`src/logic/mic_route_pkg.sv`:
```
// Package for the mic input routing control block.
// Assumes a 9-bit register word written over a serial control port word of 16 bits.
package mic_route_pkg;
  localparam int ADDR_W = 7;
  localparam int DATA_W = 9;
  localparam logic [6:0] PWR_MGMT_TWO_ADDR = 7'h02;
  localparam logic [6:0] INPUT_ROUTING_ADDR = 7'h2c;
  localparam int POS_SEL_BIT = 0;
  localparam int NEG_CONN_BIT = 1;
  localparam int AUX_CONN_BIT = 2;
  localparam int AMP_EN_BIT = 2;
  localparam logic [8:0] INPUT_ROUTING_RESET = 9'h003;
  localparam logic [8:0] PWR_MGMT_TWO_RESET = 9'h000;
  localparam logic [8:0] INPUT_ROUTING_MASK = 9'h00f;
  localparam logic [8:0] PWR_MGMT_TWO_MASK = 9'h1ff;
  localparam int WORD_BITS = 16;
  localparam logic [4:0] WORD_BITS_M1 = 5'h0f;

  typedef struct packed {
    logic posTerminalSourceSelect;
    logic negPinConnect;
    logic auxBufferConnect;
    logic inputAmpEnable;
    logic gainOnPosPath;
  } route_ctrl_s;

  typedef struct packed {
    logic [6:0] addr;
    logic [8:0] data;
  } ctl_write_s;
endpackage

```
`src/logic/ctl_word_shifter.sv`:
```
// Serial control-port word assembler.
// Assumes ctlClk, ctlData and ctlLatch are already synchronous to core_clk.
`timescale 1ns/1ps
module ctl_word_shifter (
  input wire logic core_clk,
  input wire logic resetn,
  input wire logic ctlClk,
  input wire logic ctlData,
  input wire logic ctlLatch,
  output mic_route_pkg::ctl_write_s wrWord,
  output logic wrValid
);
  import mic_route_pkg::*;

  logic [15:0] shift_ff;
  logic [4:0] count_ff;
  logic clkPrev_ff;
  logic latchPrev_ff;
  ctl_write_s wrWord_ff;
  logic wrValid_ff;
  wire clkRise = ctlClk & ~clkPrev_ff;
  wire latchRise = ctlLatch & ~latchPrev_ff;
  // Only whole words commit; a short burst is dropped
  wire wordDone = latchRise && (count_ff > WORD_BITS_M1);

  always_ff @(posedge core_clk) begin
    if (!resetn) begin
      shift_ff <= 16'h0000;
      count_ff <= 5'h00;
      clkPrev_ff <= 1'b0;
      latchPrev_ff <= 1'b1;
      wrWord_ff <= '0;
      wrValid_ff <= 1'b0;
    end else begin
      clkPrev_ff <= ctlClk;
      latchPrev_ff <= ctlLatch;
      wrValid_ff <= wordDone;
      if (wordDone) begin
        wrWord_ff <= shift_ff;
      end
      if (latchRise) begin
        count_ff <= 5'h00;
      end else if (clkRise && !ctlLatch) begin
        shift_ff <= {shift_ff[14:0], ctlData};
        if (count_ff != 5'h1f) begin
          count_ff <= count_ff + 5'h01;
        end
      end
    end
  end

  assign wrWord = wrWord_ff;
  assign wrValid = wrValid_ff;
endmodule

```
`src/logic/mic_input_routing_ctrl.sv`:
```
// Mic input routing and input amplifier enable control registers.
// Assumes the serial control port pins are already synchronous to core_clk.
`timescale 1ns/1ps
module mic_input_routing_ctrl (
  input wire logic core_clk,
  input wire logic resetn,
  input wire logic ctlClk,
  input wire logic ctlData,
  input wire logic ctlLatch,
  output mic_route_pkg::route_ctrl_s routeCtrl,
  output logic [8:0] inputRoutingReg,
  output logic [8:0] pwrMgmtTwoReg
);
  import mic_route_pkg::*;

  // ********************
  // Port word capture
  // ********************
  ctl_write_s wrWord;
  logic wrValid;

  ctl_word_shifter u_shifter (
    .core_clk(core_clk),
    .resetn(resetn),
    .ctlClk(ctlClk),
    .ctlData(ctlData),
    .ctlLatch(ctlLatch),
    .wrWord(wrWord),
    .wrValid(wrValid)
  );

  // ********************
  // Register file
  // ********************
  logic [8:0] inRoute_ff;
  logic [8:0] pwrTwo_ff;
  route_ctrl_s route_ff;
  wire hitRoute = wrValid && (wrWord.addr == INPUT_ROUTING_ADDR);
  wire hitPwr = wrValid && (wrWord.addr == PWR_MGMT_TWO_ADDR);
  // Routing bits outside INPUT_ROUTING_MASK are cleared; stored bits this block does not own steer nothing here
  wire [8:0] nxt_inRoute = hitRoute ? (wrWord.data & INPUT_ROUTING_MASK) : inRoute_ff;
  wire [8:0] nxt_pwrTwo = hitPwr ? (wrWord.data & PWR_MGMT_TWO_MASK) : pwrTwo_ff;
  route_ctrl_s nxt_route;
  route_ctrl_s routeReset;

  // ********************
  // Field decode
  // ********************
  // Every control is a plain tap of the next register image, so a control
  // and its read-back bit always change on the same edge
  wire nxtPosSelect = nxt_inRoute[POS_SEL_BIT];
  wire nxtNegConnect = nxt_inRoute[NEG_CONN_BIT];
  wire nxtAuxConnect = nxt_inRoute[AUX_CONN_BIT];
  wire nxtAmpEnable = nxt_pwrTwo[AMP_EN_BIT];
  // Gain reaches the positive pin path only while that pin feeds the amplifier
  wire nxtGainOnPos = nxtPosSelect;

  assign nxt_route = '{
    posTerminalSourceSelect: nxtPosSelect,
    negPinConnect: nxtNegConnect,
    auxBufferConnect: nxtAuxConnect,
    inputAmpEnable: nxtAmpEnable,
    gainOnPosPath: nxtGainOnPos
  };

  // Reset image built from the register reset words, so the decoded controls
  // can never disagree with the read-back after reset
  assign routeReset = '{
    posTerminalSourceSelect: INPUT_ROUTING_RESET[POS_SEL_BIT],
    negPinConnect: INPUT_ROUTING_RESET[NEG_CONN_BIT],
    auxBufferConnect: INPUT_ROUTING_RESET[AUX_CONN_BIT],
    inputAmpEnable: PWR_MGMT_TWO_RESET[AMP_EN_BIT],
    gainOnPosPath: INPUT_ROUTING_RESET[POS_SEL_BIT]
  };

  // ********************
  // Register update
  // ********************
  // Outputs load from next-state so the write lands on the same edge
  always_ff @(posedge core_clk) begin
    if (!resetn) begin
      inRoute_ff <= INPUT_ROUTING_RESET;
      pwrTwo_ff <= PWR_MGMT_TWO_RESET;
      route_ff <= routeReset;
    end else begin
      inRoute_ff <= nxt_inRoute;
      pwrTwo_ff <= nxt_pwrTwo;
      route_ff <= nxt_route;
    end
  end

  assign routeCtrl = route_ff;
  assign inputRoutingReg = inRoute_ff;
  assign pwrMgmtTwoReg = pwrTwo_ff;

  // ********************
  // Checks
  // ********************
  a_pos_select_follows: assert property (@(posedge core_clk) disable iff (!resetn)
    hitRoute |=> routeCtrl.posTerminalSourceSelect == $past(wrWord.data[0]))
    else $error("positive select not applied");
  a_neg_connect_follows: assert property (@(posedge core_clk) disable iff (!resetn)
    hitRoute |=> routeCtrl.negPinConnect == $past(wrWord.data[1]))
    else $error("negative connect not applied");
  a_aux_connect_follows: assert property (@(posedge core_clk) disable iff (!resetn)
    hitRoute |=> routeCtrl.auxBufferConnect == $past(wrWord.data[2]))
    else $error("aux connect not applied");
  a_amp_enable_follows: assert property (@(posedge core_clk) disable iff (!resetn)
    hitPwr |=> routeCtrl.inputAmpEnable == $past(wrWord.data[2]))
    else $error("amp enable not applied");
  a_amp_enable_holds: assert property (@(posedge core_clk) disable iff (!resetn)
    !hitPwr |=> $stable(routeCtrl.inputAmpEnable))
    else $error("amp enable changed without write");
  a_gain_pos_path: assert property (@(posedge core_clk) disable iff (!resetn)
    routeCtrl.gainOnPosPath == routeCtrl.posTerminalSourceSelect)
    else $error("gain path disagrees with select");
  a_reset_defaults: assert property (@(posedge core_clk)
    !resetn |=> routeCtrl.posTerminalSourceSelect && routeCtrl.negPinConnect && !routeCtrl.auxBufferConnect)
    else $error("routing reset value wrong");
  a_route_stable: assert property (@(posedge core_clk) disable iff (!resetn)
    !hitRoute |=> $stable(inputRoutingReg))
    else $error("routing changed without write");

  // ********************
  // Reset values
  // ********************
  a_route_reg_reset: assert property (@(posedge core_clk)
    !resetn
    |=> inputRoutingReg == INPUT_ROUTING_RESET)
    else $error("routing register reset value wrong");

  a_pwr_reg_reset: assert property (@(posedge core_clk)
    !resetn
    |=> pwrMgmtTwoReg == PWR_MGMT_TWO_RESET)
    else $error("power register reset value wrong");

  a_amp_reset_off: assert property (@(posedge core_clk)
    !resetn
    |=> !routeCtrl.inputAmpEnable)
    else $error("amplifier enabled out of reset");

  a_gain_reset_on: assert property (@(posedge core_clk)
    !resetn
    |=> routeCtrl.gainOnPosPath)
    else $error("gain path off out of reset");

  // ********************
  // Write acceptance
  // ********************
  a_route_reg_loads: assert property (@(posedge core_clk) disable iff (!resetn)
    hitRoute
    |=> inputRoutingReg == ($past(wrWord.data) & INPUT_ROUTING_MASK))
    else $error("routing write not stored");

  a_pwr_reg_loads: assert property (@(posedge core_clk) disable iff (!resetn)
    hitPwr
    |=> pwrMgmtTwoReg == ($past(wrWord.data) & PWR_MGMT_TWO_MASK))
    else $error("power write not stored");

  a_pwr_reg_holds: assert property (@(posedge core_clk) disable iff (!resetn)
    !hitPwr
    |=> $stable(pwrMgmtTwoReg))
    else $error("power register changed without write");

  a_route_ctrl_holds: assert property (@(posedge core_clk) disable iff (!resetn)
    !hitRoute
    |=> $stable(routeCtrl.posTerminalSourceSelect) && $stable(routeCtrl.negPinConnect)
      && $stable(routeCtrl.auxBufferConnect))
    else $error("routing control changed without write");

  // An unknown address is dropped without any sign to the host
  a_unmapped_ignored: assert property (@(posedge core_clk) disable iff (!resetn)
    wrValid && !hitRoute && !hitPwr
    |=> $stable(inputRoutingReg) && $stable(pwrMgmtTwoReg))
    else $error("unmapped write changed a register");

  a_gain_follows_write: assert property (@(posedge core_clk) disable iff (!resetn)
    hitRoute
    |=> routeCtrl.gainOnPosPath == $past(wrWord.data[POS_SEL_BIT]))
    else $error("gain path not updated by write");

  // ********************
  // Control coherence
  // ********************
  a_ctrl_matches_route: assert property (@(posedge core_clk) disable iff (!resetn)
    routeCtrl.posTerminalSourceSelect == inputRoutingReg[POS_SEL_BIT]
    && routeCtrl.negPinConnect == inputRoutingReg[NEG_CONN_BIT]
    && routeCtrl.auxBufferConnect == inputRoutingReg[AUX_CONN_BIT])
    else $error("routing control disagrees with register");

  a_ctrl_matches_pwr: assert property (@(posedge core_clk) disable iff (!resetn)
    routeCtrl.inputAmpEnable == pwrMgmtTwoReg[AMP_EN_BIT])
    else $error("amp enable disagrees with register");

  // Routing bits that are not stored must always read zero
  for (genvar i = 0; i < DATA_W; i++) begin : g_route_unstored
    if (!INPUT_ROUTING_MASK[i]) begin : g_zero
      a_unstored_bit_zero: assert property (@(posedge core_clk) disable iff (!resetn)
        inputRoutingReg[i] == 1'b0)
        else $error("unstored routing bit reads one");
    end
  end

  // ********************
  // Port capture
  // ********************
  // A commit comes only from the one-cycle latch rising edge, so it is one pulse
  a_commit_one_pulse: assert property (@(posedge core_clk) disable iff (!resetn)
    wrValid
    |=> !wrValid)
    else $error("commit lasted more than one cycle");

  a_commit_needs_latch: assert property (@(posedge core_clk) disable iff (!resetn)
    !ctlLatch
    |=> !wrValid)
    else $error("commit without latch rising");
endmodule

```
`config.mk`:
```
export PLATFORM = sky130hd
export DESIGN_NAME = mic_input_routing_ctrl
export DESIGN_NICKNAME = d
export VERILOG_FILES = /design/src/logic/mic_route_pkg.sv /design/src/logic/ctl_word_shifter.sv /design/src/logic/mic_input_routing_ctrl.sv
export SDC_FILE = /design/constraint.sdc
export NUM_CORES = 1
export LEC_CHECK = 0
export BUFFER_PORTS_ARGS = -buffer_cell sky130_fd_sc_hd__buf_2
export CAP_MARGIN = 20
export CORE_UTILIZATION = 30
export CTS_CLUSTER_SIZE = 28
export DETAILED_ROUTE_END_ITERATION = 8
export PLACE_DENSITY = 0.45
export SKIP_LAST_GASP = 1
export SYNTH_ARGS = -nofsm -noshare
export SYNTH_HDL_FRONTEND = slang
export SYNTH_SLANG_ARGS = --single-unit
```
`constraint.sdc`:
```
create_clock -name core_clk -period 5.52 [get_ports core_clk]
set_input_delay 1.104 -clock core_clk [delete_from_list [all_inputs] [get_ports core_clk]]
set_output_delay 1.104 -clock core_clk [all_outputs]
set_load 0.02 [all_outputs]
```
==> results of run 1 <==
==> layout by cell type (no fill, tap or decap), types with 3 or more instances in the layout <==
master	instances
a21boi_0	26
buf_2	22
clkbuf_8	6
conb_1	5
dfxtp_1	53
ha_1	3
mux2i_1	17
nand2_1	67
nand3_1	17
nor4b_2	3
o21ai_0	14
==> where the power goes <==
group	internal [µW]	switching [µW]
logic	9.09	18.8
clock network	99.9	121
registers	384	2.20
total	493	142
==> cells by family (layout without fill, tap and decap cells) <==
group,count (synthesis),after routing,share of synthesized area
xor gates and xnor gates,1,1,0.00393
AOI/OAI and AO/OA,46,46,0.137
adders and majority gates,3,3,0.0168
other,1,5,0.00168
buffers and inverters,26,33,0.0634
muxes,17,17,0.0763
and+or+nand+nor,103,103,0.224
DFF,53,53,0.476
==> layout make-up <==
class                   count  share of cell area
clock buffers               7              0.0350
inverters                   1             0.00152
multi-input cells         175               0.424
flip-flops and latches     53               0.430
well taps                  99              0.0502
repair buffers             25              0.0588
==> routing by layer <==
metal / track usage / routed length [µm] / up-vias
li1: - / - / 851
met1: 0.166 / 2230 / 732
met2: 0.189 / 1900 / 25
met3: 0.0345 / 128 / 5
met4: 0.0484 / 74 / 0
met5: 0 / 0 / -
==> registers in the layout (all words and copies together), names as in the netlist <==
register,cells
inputRoutingReg,4
pwrMgmtTwoReg,9
u_shifter.clkPrev_ff,1
u_shifter.count_ff,5
u_shifter.latchPrev_ff,1
u_shifter.shift_ff,16
u_shifter.wrValid,1
u_shifter.wrWord,16
==> worst paths after layout <==
path | start | end
worst max-delay path | ctlLatch | u_shifter.count_ff[3]
worst min-delay path | u_shifter.wrWord[5] | u_shifter.wrWord[5]
worst max register to register | u_shifter.count_ff[0] | u_shifter.count_ff[2]
worst min register to register | u_shifter.wrWord[5] | u_shifter.wrWord[5]
==> per-stage QoR <==
stage	worst slack (ns)	hold WS, ns	cell area (µm²)	instances
floorplan	3.34	0.435	2240	254
global placement	2.93	0.445	2350	351
detailed placement	2.91	0.451	2360	352
CTS	3.24	0.467	2450	359
global route	3.16	0.484	2470	360
finish	3.26	0.465	2470	360
==> critical path, stage by stage <==
cell	delay (ns)
buf_2	0.13
or3b_1	0.64
or4_1	0.49
a21oi_1	0.14
==> out/qor.txt, run 1 <==
Post-CTS Resized = 0
Final Cycle Share = 0.410
Worst Setup Path Type = input port to flop
Area grow syn2layout = 10.7%
CTS tree = built
Hold path cells = 2
# DRC = 0
Critical path arrival = 2.50 ns
CP Data Required Time = 5.76 ns
Max Cap Viol = 0
Placer Congestion = 0.669
Clock sink count = 53
Synthesized area per cell = 8.92 µm²
Gate Count Post-Synth = 250
Final Critical Period = 2.26 ns
Vias in the first global route = 1473
Endpoints failing hold = 0
Total grt overflow = 0
Max Clock Freq = 0.442 GHz
Synth Cell Area = 2230 µm²
Final-layout fill cell count = 785
CTS Hold Bufs = 0
Status = completed
Async S/R FF share, synth = 0
Post-synth EDFFs = 0
Initial Utilization = 0.309
Cell taking the most area after synthesis = dfxtp_1
Clk_lat worst skew = 0.30 ns
PortBufs = 22
Reg2reg path depth = 6
Worst-Margin Slew = 0.945 ns
TritonRoute pass-1 iters = 4
First-pass GRT wire length = 7.32 mm
Worst min-delay path class = flop to flop
Chip Width = 88.2 µm
Post-synthesis register bit count = 53
Worst-path fanout max = 19
Initial antenna violation count = 0
LEAKAGE = 0.000831 µW
CORE AREA = 7210 µm²
Synth warnings = 0
Flop2flop setup slack = 3.65 ns
Worst clock skew = 0.00619 ns
1st-iter DRT viols = 46
Largest net degree at the start of global routing = 68
Die area = 7780 µm²
Finished Core Util = 0.342
Main synth FF type = dfxtp_1
Area taken by multi-input logic gates = 1050 µm²
Synth top area cells = dfxtp_1 48%, nand2_1 11%, a21boi_0 8.8%
Register Area = 1060 µm²
Routed via count = 1613
Antenna Cells = 0
RSZ-0062 raised after global routing = no
Setup TNS = 0 ns
Final max-slew violation count = 0
Layout cells sized above 1 = 0.142
Chip height = 88.2 µm
Power consumption = 636 µW
PD cells = 258 nW/µm²
Global Route Usage Sum = 0.124
# setup viols final = 0
H-tree levels = 2
Antenna Nets Post-Route = 0
CP Capture Type = flop
Worst vdd ir = 94.8 µV
Sequential-to-total area share from yosys stat = 0.476
Num ports = 28
Placed wire-length estimate = 2.82 mm
Clock transition at the registers of the reported paths = 0.09 ns
Bufs on Longest Clock Path = 2
Post-synth cell types = 33
WL final = 4.34 mm
Commonest cells post-synth = 67 x nand2_1, 53 x dfxtp_1, 26 x a21boi_0
Top-area cell type share of the netlist area = 0.476
Startpoint types = input port
Worst-case headroom to the max-slew limit = 0.367
Nets = 269
Vias per std cell = 4.48
Most common cell in the netlist = nand2_1
Clock buffer count from CTS = 5
Post CTS Setup Buffer Count = 0
Rows = 31
Root Buffer = clkbuf_8
Routed wire per std cell = 12.0 µm
(Power assumes the default switching activity.)
==> run 2: changes to the inputs <==
PLACE_DENSITY = 0.46   (was 0.45)
clock period = 1.9 ns   (was 5.52 ns; I/O delays follow)
==> run 2 against run 1 <==
Net effect:
- design area increased by 2.6%
- combinational power grew to 3.3 times the previous value
- global-route usage decreased by 0.13 points
- sequential power rose to 2.9 times the previous value
- clock power grew to 2.9 times the previous value
- critical path depth up 1
- first-iteration DRC count grew 63%
- clock skew increased by 0.00073 ns
- critical path type is now flop to flop
==> out/qor.txt, run 2 (same netlist as run 1, synthesis figures left out) <==
Startpoint types = flop
Max Cap Viol = 0 (unchanged)
Critical path arrival = 1.94 ns (-0.56 ns)
Worst vdd ir = 326 µV (+240%)
Worst clock skew = 0.00692 ns (+0.000732 ns)
CP cell instances = ha_1 -> and3_1 -> ha_1 -> or4_1 -> a21oi_1
RSZ-0062 raised after global routing = no
P_sw = 446 µW (+210%)
Most used cell, CP = ha_1
CP Capture Type = flop
Slowest-stage cell, CP = or4_1
Max Clock Freq = 0.590 GHz
Antenna Cells = 0 (unchanged)
Internal Dissipation = 1410 µW (+190%)
Worst-path fanout max = 4 (-15)
Antenna Nets Post-Route = 0 (unchanged)
Clock sink count = 53 (unchanged)
Nets = 274 (+1.9%)
Num ports = 28 (unchanged)
Max incr delay on CP = 0.50 ns (-0.14 ns)
CORE AREA = 7210 µm² (unchanged)
WL final = 4.23 mm (-2.4%)
Rows = 31 (unchanged)
Clock Power Share = 0.347 (about the same)
Final Cycle Share = 0.892
Die area = 7780 µm² (unchanged)
Flop pwr share = 0.604 (-0.004)
First-pass GRT wire length = 7.42 mm (+1.4%)
TritonRoute pass-1 iters = 4 (unchanged)
Initial antenna violation count = 0 (unchanged)
Cell family with most CP delay = simple AND/OR/NAND/NOR gates
Routed wire per std cell = 11.6 µm (-4.0%)
Chip height = 88.2 µm (unchanged)
CP bufs+invs = 0 (-1)
Setup TNS = 0 ns (unchanged)
# DRC = 0 (unchanged)
Endpoints failing hold = 0 (unchanged)
Layout cells sized above 1 = 0.161 (+0.0193)
Clk_lat worst skew = 0.31 ns (about the same)
Post CTS Setup Buffer Count = 0 (unchanged)
Final max-slew violation count = 0 (unchanged)
Worst min-delay path class = input port to flop
Global Route Usage Sum = 0.123 (-0.00131)
CTS tree = built
Status = completed
CTS Hold Bufs = 0 (unchanged)
Final Critical Period = 1.69 ns
Most frequent cells in the layout = 67 x nand2_1, 53 x dfxtp_1, 26 x a21boi_0
Routed via count = 1655 (+2.6%)
Power consumption = 1860 µW (+190%)
Area grow syn2layout = 13.5%
Initial Utilization = 0.309 (unchanged)
Clock transition at the registers of the reported paths = 0.09 ns (about the same)
Root Buffer = clkbuf_8
Worst Setup Path Type = flop to flop
LEAKAGE = 0.000857 µW (+3.1%)
Vias in the first global route = 1566 (+6.3%)
PD cells = 734 nW/µm² (+190%)
CP Data Required Time = 2.14 ns (-3.62 ns)
Chip Width = 88.2 µm (unchanged)
Bufs on Longest Clock Path = 2 (unchanged)
Placed wire-length estimate = 2.91 mm (+3.2%)
Placer Congestion = 0.694 (+3.6%)
H-tree levels = 2 (unchanged)
1st-iter DRT viols = 75 (+63%)
Largest net degree at the start of global routing = 27 (-60%)
Total grt overflow = 0 (unchanged)
PortBufs = 22 (unchanged)
Clock buffer count from CTS = 5 (unchanged)
Vias per std cell = 4.52 (+0.92%)
Commonest non-fill, non-tap cell in the layout = nand2_1
Post-CTS Resized = 0 (unchanged)
Combinational power share = 0.049 (+0.005)
Switching share of power = 0.240 (+0.0162)
# setup viols final = 0 (unchanged)
-- run 2: cell types whose count changed in the layout (fill, tap and decap cells not counted), sizes merged --
cell and delta:
clkbuf -1, buf +5, clkinvlp +2
-- run 2: metrics by stage --
stage	setup WS (ns)	utilization	std cells	hold slack [ns]	area, µm²
4_1_cts	0.192	0.351	366	0.305	2530
3_5_place_dp	0.229	0.339	358	0.448	2440
6_report	0.205	0.351	366	0.311	2530
3_3_place_gp	0.242	0.339	358	0.447	2440
5_1_grt	0.0749	0.351	366	0.318	2530
2_1_floorplan	0.171	-	254	0.435	2240
-- run 2: metal layers --
metal	GRT usage	wire length (µm)
met5	0	0
met4	0.0484	72
met3	0.0280	143
met2	0.191	1800
met1	0.165	2220
-- run 2: path summary, 6_finish.rpt --
path | start | slack [ns] | cells past startpoint | to
worst min register to register | u_shifter.wrWord[7] | 0.46 | 2 | u_shifter.wrWord[7]
worst max-delay path | u_shifter.count_ff[0] | 0.21 | 5 | u_shifter.count_ff[3]
worst min-delay path | ctlClk | 0.31 | 2 | u_shifter.clkPrev_ff
worst max register to register | u_shifter.count_ff[0] | 0.21 | 5 | u_shifter.count_ff[3]
-- run 2: power groups by stage --
stage | logic [µW] | registers (µW) | clock network, µW
6_report | 91.5 | 1120 | 644
5_1_grt | 102 | 1120 | 709
4_1_cts | 93.9 | 1120 | 674
3_5_place_dp | 93.5 | 1150 | 0
3_3_place_gp | 94.2 | 1150 | 0
2_1_floorplan | 68.9 | 1150 | 0
-- run 2: worst register-to-register path, stage by stage, from the launching register on --
cell and delay [ns]:
dfxtp_1 0.35, ha_1 0.22, and3_1 0.20, ha_1 0.22
or4_1 0.50, a21oi_1 0.14
-- run 2: layout make-up --
type	count	area, µm²
clock buffer	6	72.6
timing repair buffer	30	208
clock inverter	2	15.0
tap	99	124
inverter	1	3.75
multi-input combinational	175	1050
fill	783	4680
sequential	53	1060
==> run 3: changes to the inputs <==
ABC_CLOCK_PERIOD_IN_PS = 1900   (was unset)
CORE_MARGIN = 2   (was unset)
PLACE_DENSITY = unset   (was 0.46)
PLACE_DENSITY_LB_ADDON = 0.25   (was unset)
==> run 3 against run 2 <==
Net effect:
- final cell count fell by 0.27%
- global-route usage fell by 1.5 points
- clock skew barely moved
==> out/qor.txt, run 3 (same netlist as run 1, synthesis figures left out) <==
Worst Hold Launch = ctlClk
Hold Path End = u_shifter.clkPrev_ff
Vias per std cell = 4.41 (-2.5%)
CTS Hold Bufs = 0 (unchanged)
Commonest non-fill, non-tap cell in the layout = nand2_1
Most frequent cells in the layout = 67 x nand2_1, 53 x dfxtp_1, 26 x a21boi_0
Area grow syn2layout = 13.9%
Max Cap Viol = 0 (unchanged)
Final max-slew violation count = 0 (unchanged)
Vias in the first global route = 1587 (+1.3%)
Max Clock Freq = 0.584 GHz (-0.98%)
Bufs on Longest Clock Path = 2 (unchanged)
1st-iter DRT viols = 66 (-12%)
# setup viols final = 0 (unchanged)
Final Cycle Share = 0.901 (+0.00887)
Reg2reg path depth = 7 (+2)
Slowest-stage cell, CP = dfxtp_1
Global Route Usage Sum = 0.107 (-0.0153)
CP cell instances = ha_1 -> and3_1 -> ha_1 -> nor4b_2 -> buf_4 -> nor2_1 -> a211oi_1
Initial antenna violation count = 0 (unchanged)
Die area = 8140 µm² (+4.6%)
WL final = 3.98 mm (-6.0%)
Largest net degree at the start of global routing = 68 (+150%)
Clk_lat worst skew = 0.30 ns (about the same)
# DRC = 0 (unchanged)
PD cells = 780 nW/µm² (+6.3%)
CP Data Required Time = 2.11 ns (-0.03 ns)
Startpoint types = flop
Clock transition at the registers of the reported paths = 0.08 ns (about the same)
Setup TNS = 0 ns (unchanged)
Worst clock skew = 0.00691 ns (-0.0000144 ns)
Placed Cells = 357 (-0.28%)
Hold path cells = 2 (unchanged)
Status = completed
Worst Setup Path Type = flop to flop
Layout cells sized above 1 = 0.158 (-0.00315)
Reg-to-reg endpoint = u_shifter.count_ff[4]
Post-CTS Resized = 0 (unchanged)
Area taken by multi-input logic gates = 1050 µm² (unchanged)
LEAKAGE = 0.000868 µW (+1.4%)
CORE AREA = 7210 µm² (unchanged)
Cell family with most CP delay = simple AND/OR/NAND/NOR gates
CP Capture Type = flop
PortBufs = 22 (unchanged)
Final-layout fill cell count = 756 (-3.4%)
TritonRoute pass-1 iters = 4 (unchanged)
Antenna Cells = 0 (unchanged)
First-pass GRT wire length = 7.29 mm (-1.9%)
Worst vdd ir = 439 µV (+35%)
Clock buffer count from CTS = 5 (unchanged)
Most used cell, CP = ha_1
Chip height = 90.2 µm (+2.3%)
Critical path arrival = 1.92 ns (-0.02 ns)
Routed wire per std cell = 10.9 µm (-5.7%)
Total grt overflow = 0 (unchanged)
Num ports = 28 (unchanged)
Worst min-delay path class = input port to flop
Rows = 31 (unchanged)
Post CTS Setup Buffer Count = 0 (unchanged)
Non-filler cells, final = 365 (-0.27%)
Endpoints failing hold = 0 (unchanged)
RSZ-0062 raised after global routing = no
Chip Width = 90.2 µm (+2.3%)
Reg-to-Reg Start = u_shifter.count_ff[0]
CP bufs+invs = 1 (+1)
Placer Congestion = 0.705 (+1.7%)
Routed via count = 1609 (-2.8%)
Worst-path fanout max = 5 (+1)
Antenna Nets Post-Route = 0 (unchanged)
WHS = 0.320 ns (+0.00930 ns)
Nets = 273 (-0.36%)
Final Critical Period = 1.71 ns (+0.0169 ns)
Placed wire-length estimate = 2.70 mm (-7.4%)
Flop2flop setup slack = 0.19 ns (-0.02 ns)
CTS tree = built
Initial Utilization = 0.309 (unchanged)
Clock sink count = 53 (unchanged)
Max incr delay on CP = 0.35 ns (-0.15 ns)
H-tree levels = 2 (unchanged)
Register Area = 1060 µm² (unchanged)
Root Buffer = clkbuf_8
==> run 3: cell types whose count changed in the layout (fill, tap and decap cells not counted) <==
cell and delta:
clkbuf_8 +1, buf_12 -1, bufinv_16 +1, clkinvlp_4 -2
==> run 3: how the worst max path moves through the flow <==
stage / startpoint / endpoint / slack (ns) / cells after the start
floorplan: u_shifter.count_ff[0] / u_shifter.wrWord[0] / 0.17 / 7
CTS: u_shifter.count_ff[0] / u_shifter.count_ff[4] / 0.18 / 7
global placement: u_shifter.count_ff[0] / u_shifter.count_ff[3] / 0.25 / 5
detailed placement: u_shifter.count_ff[0] / u_shifter.count_ff[3] / 0.21 / 5
finish: u_shifter.count_ff[0] / u_shifter.count_ff[4] / 0.19 / 7
global route: u_shifter.count_ff[0] / u_shifter.count_ff[4] / 0.08 / 7
==> run 3: power breakdown <==
part | internal (µW) | switching [µW] | leakage, µW | total, µW
sequential | 1120 | 5.89 | 0.000428 | 1120
clock | 430 | 344 | 0.0000585 | 774
combinational | 31.0 | 54.8 | 0.000382 | 85.8
total | 1580 | 405 | 0.000868 | 1980
==> run 3: metrics by stage <==
stage	cell area, µm²	power (µW)	worst slack, ns	util
2_1_floorplan	2240	1220	0.171	-
3_3_place_gp	2420	1240	0.247	0.336
3_5_place_dp	2420	1240	0.210	0.336
4_1_cts	2540	2020	0.180	0.352
5_1_grt	2540	2070	0.0794	0.352
6_report	2540	1980	0.189	0.352
==> run 3: metal layers <==
| metal | GRT usage | part of all wire | up-vias |
|---|---|---|---|
| met5 | 0 | 0 | - |
| met4 | 0.0385 | 0.015 | 0 |
| met3 | 0.0285 | 0.038 | 5 |
| met2 | 0.180 | 0.44 | 25 |
| met1 | 0.132 | 0.51 | 719 |
| li1 | - | - | 860 |
==> run 3: cell type report <==
| type | count | share of cell area |
|---|---|---|
| Sequential cell | 53 | 0.418 |
| Multi-Input combinational cell | 175 | 0.412 |
| Clock inverter | 1 | 0.0118 |
| Inverter | 1 | 0.00148 |
| Timing Repair Buffer | 29 | 0.0739 |
| Tap cell | 99 | 0.0488 |
| Clock buffer | 7 | 0.0340 |
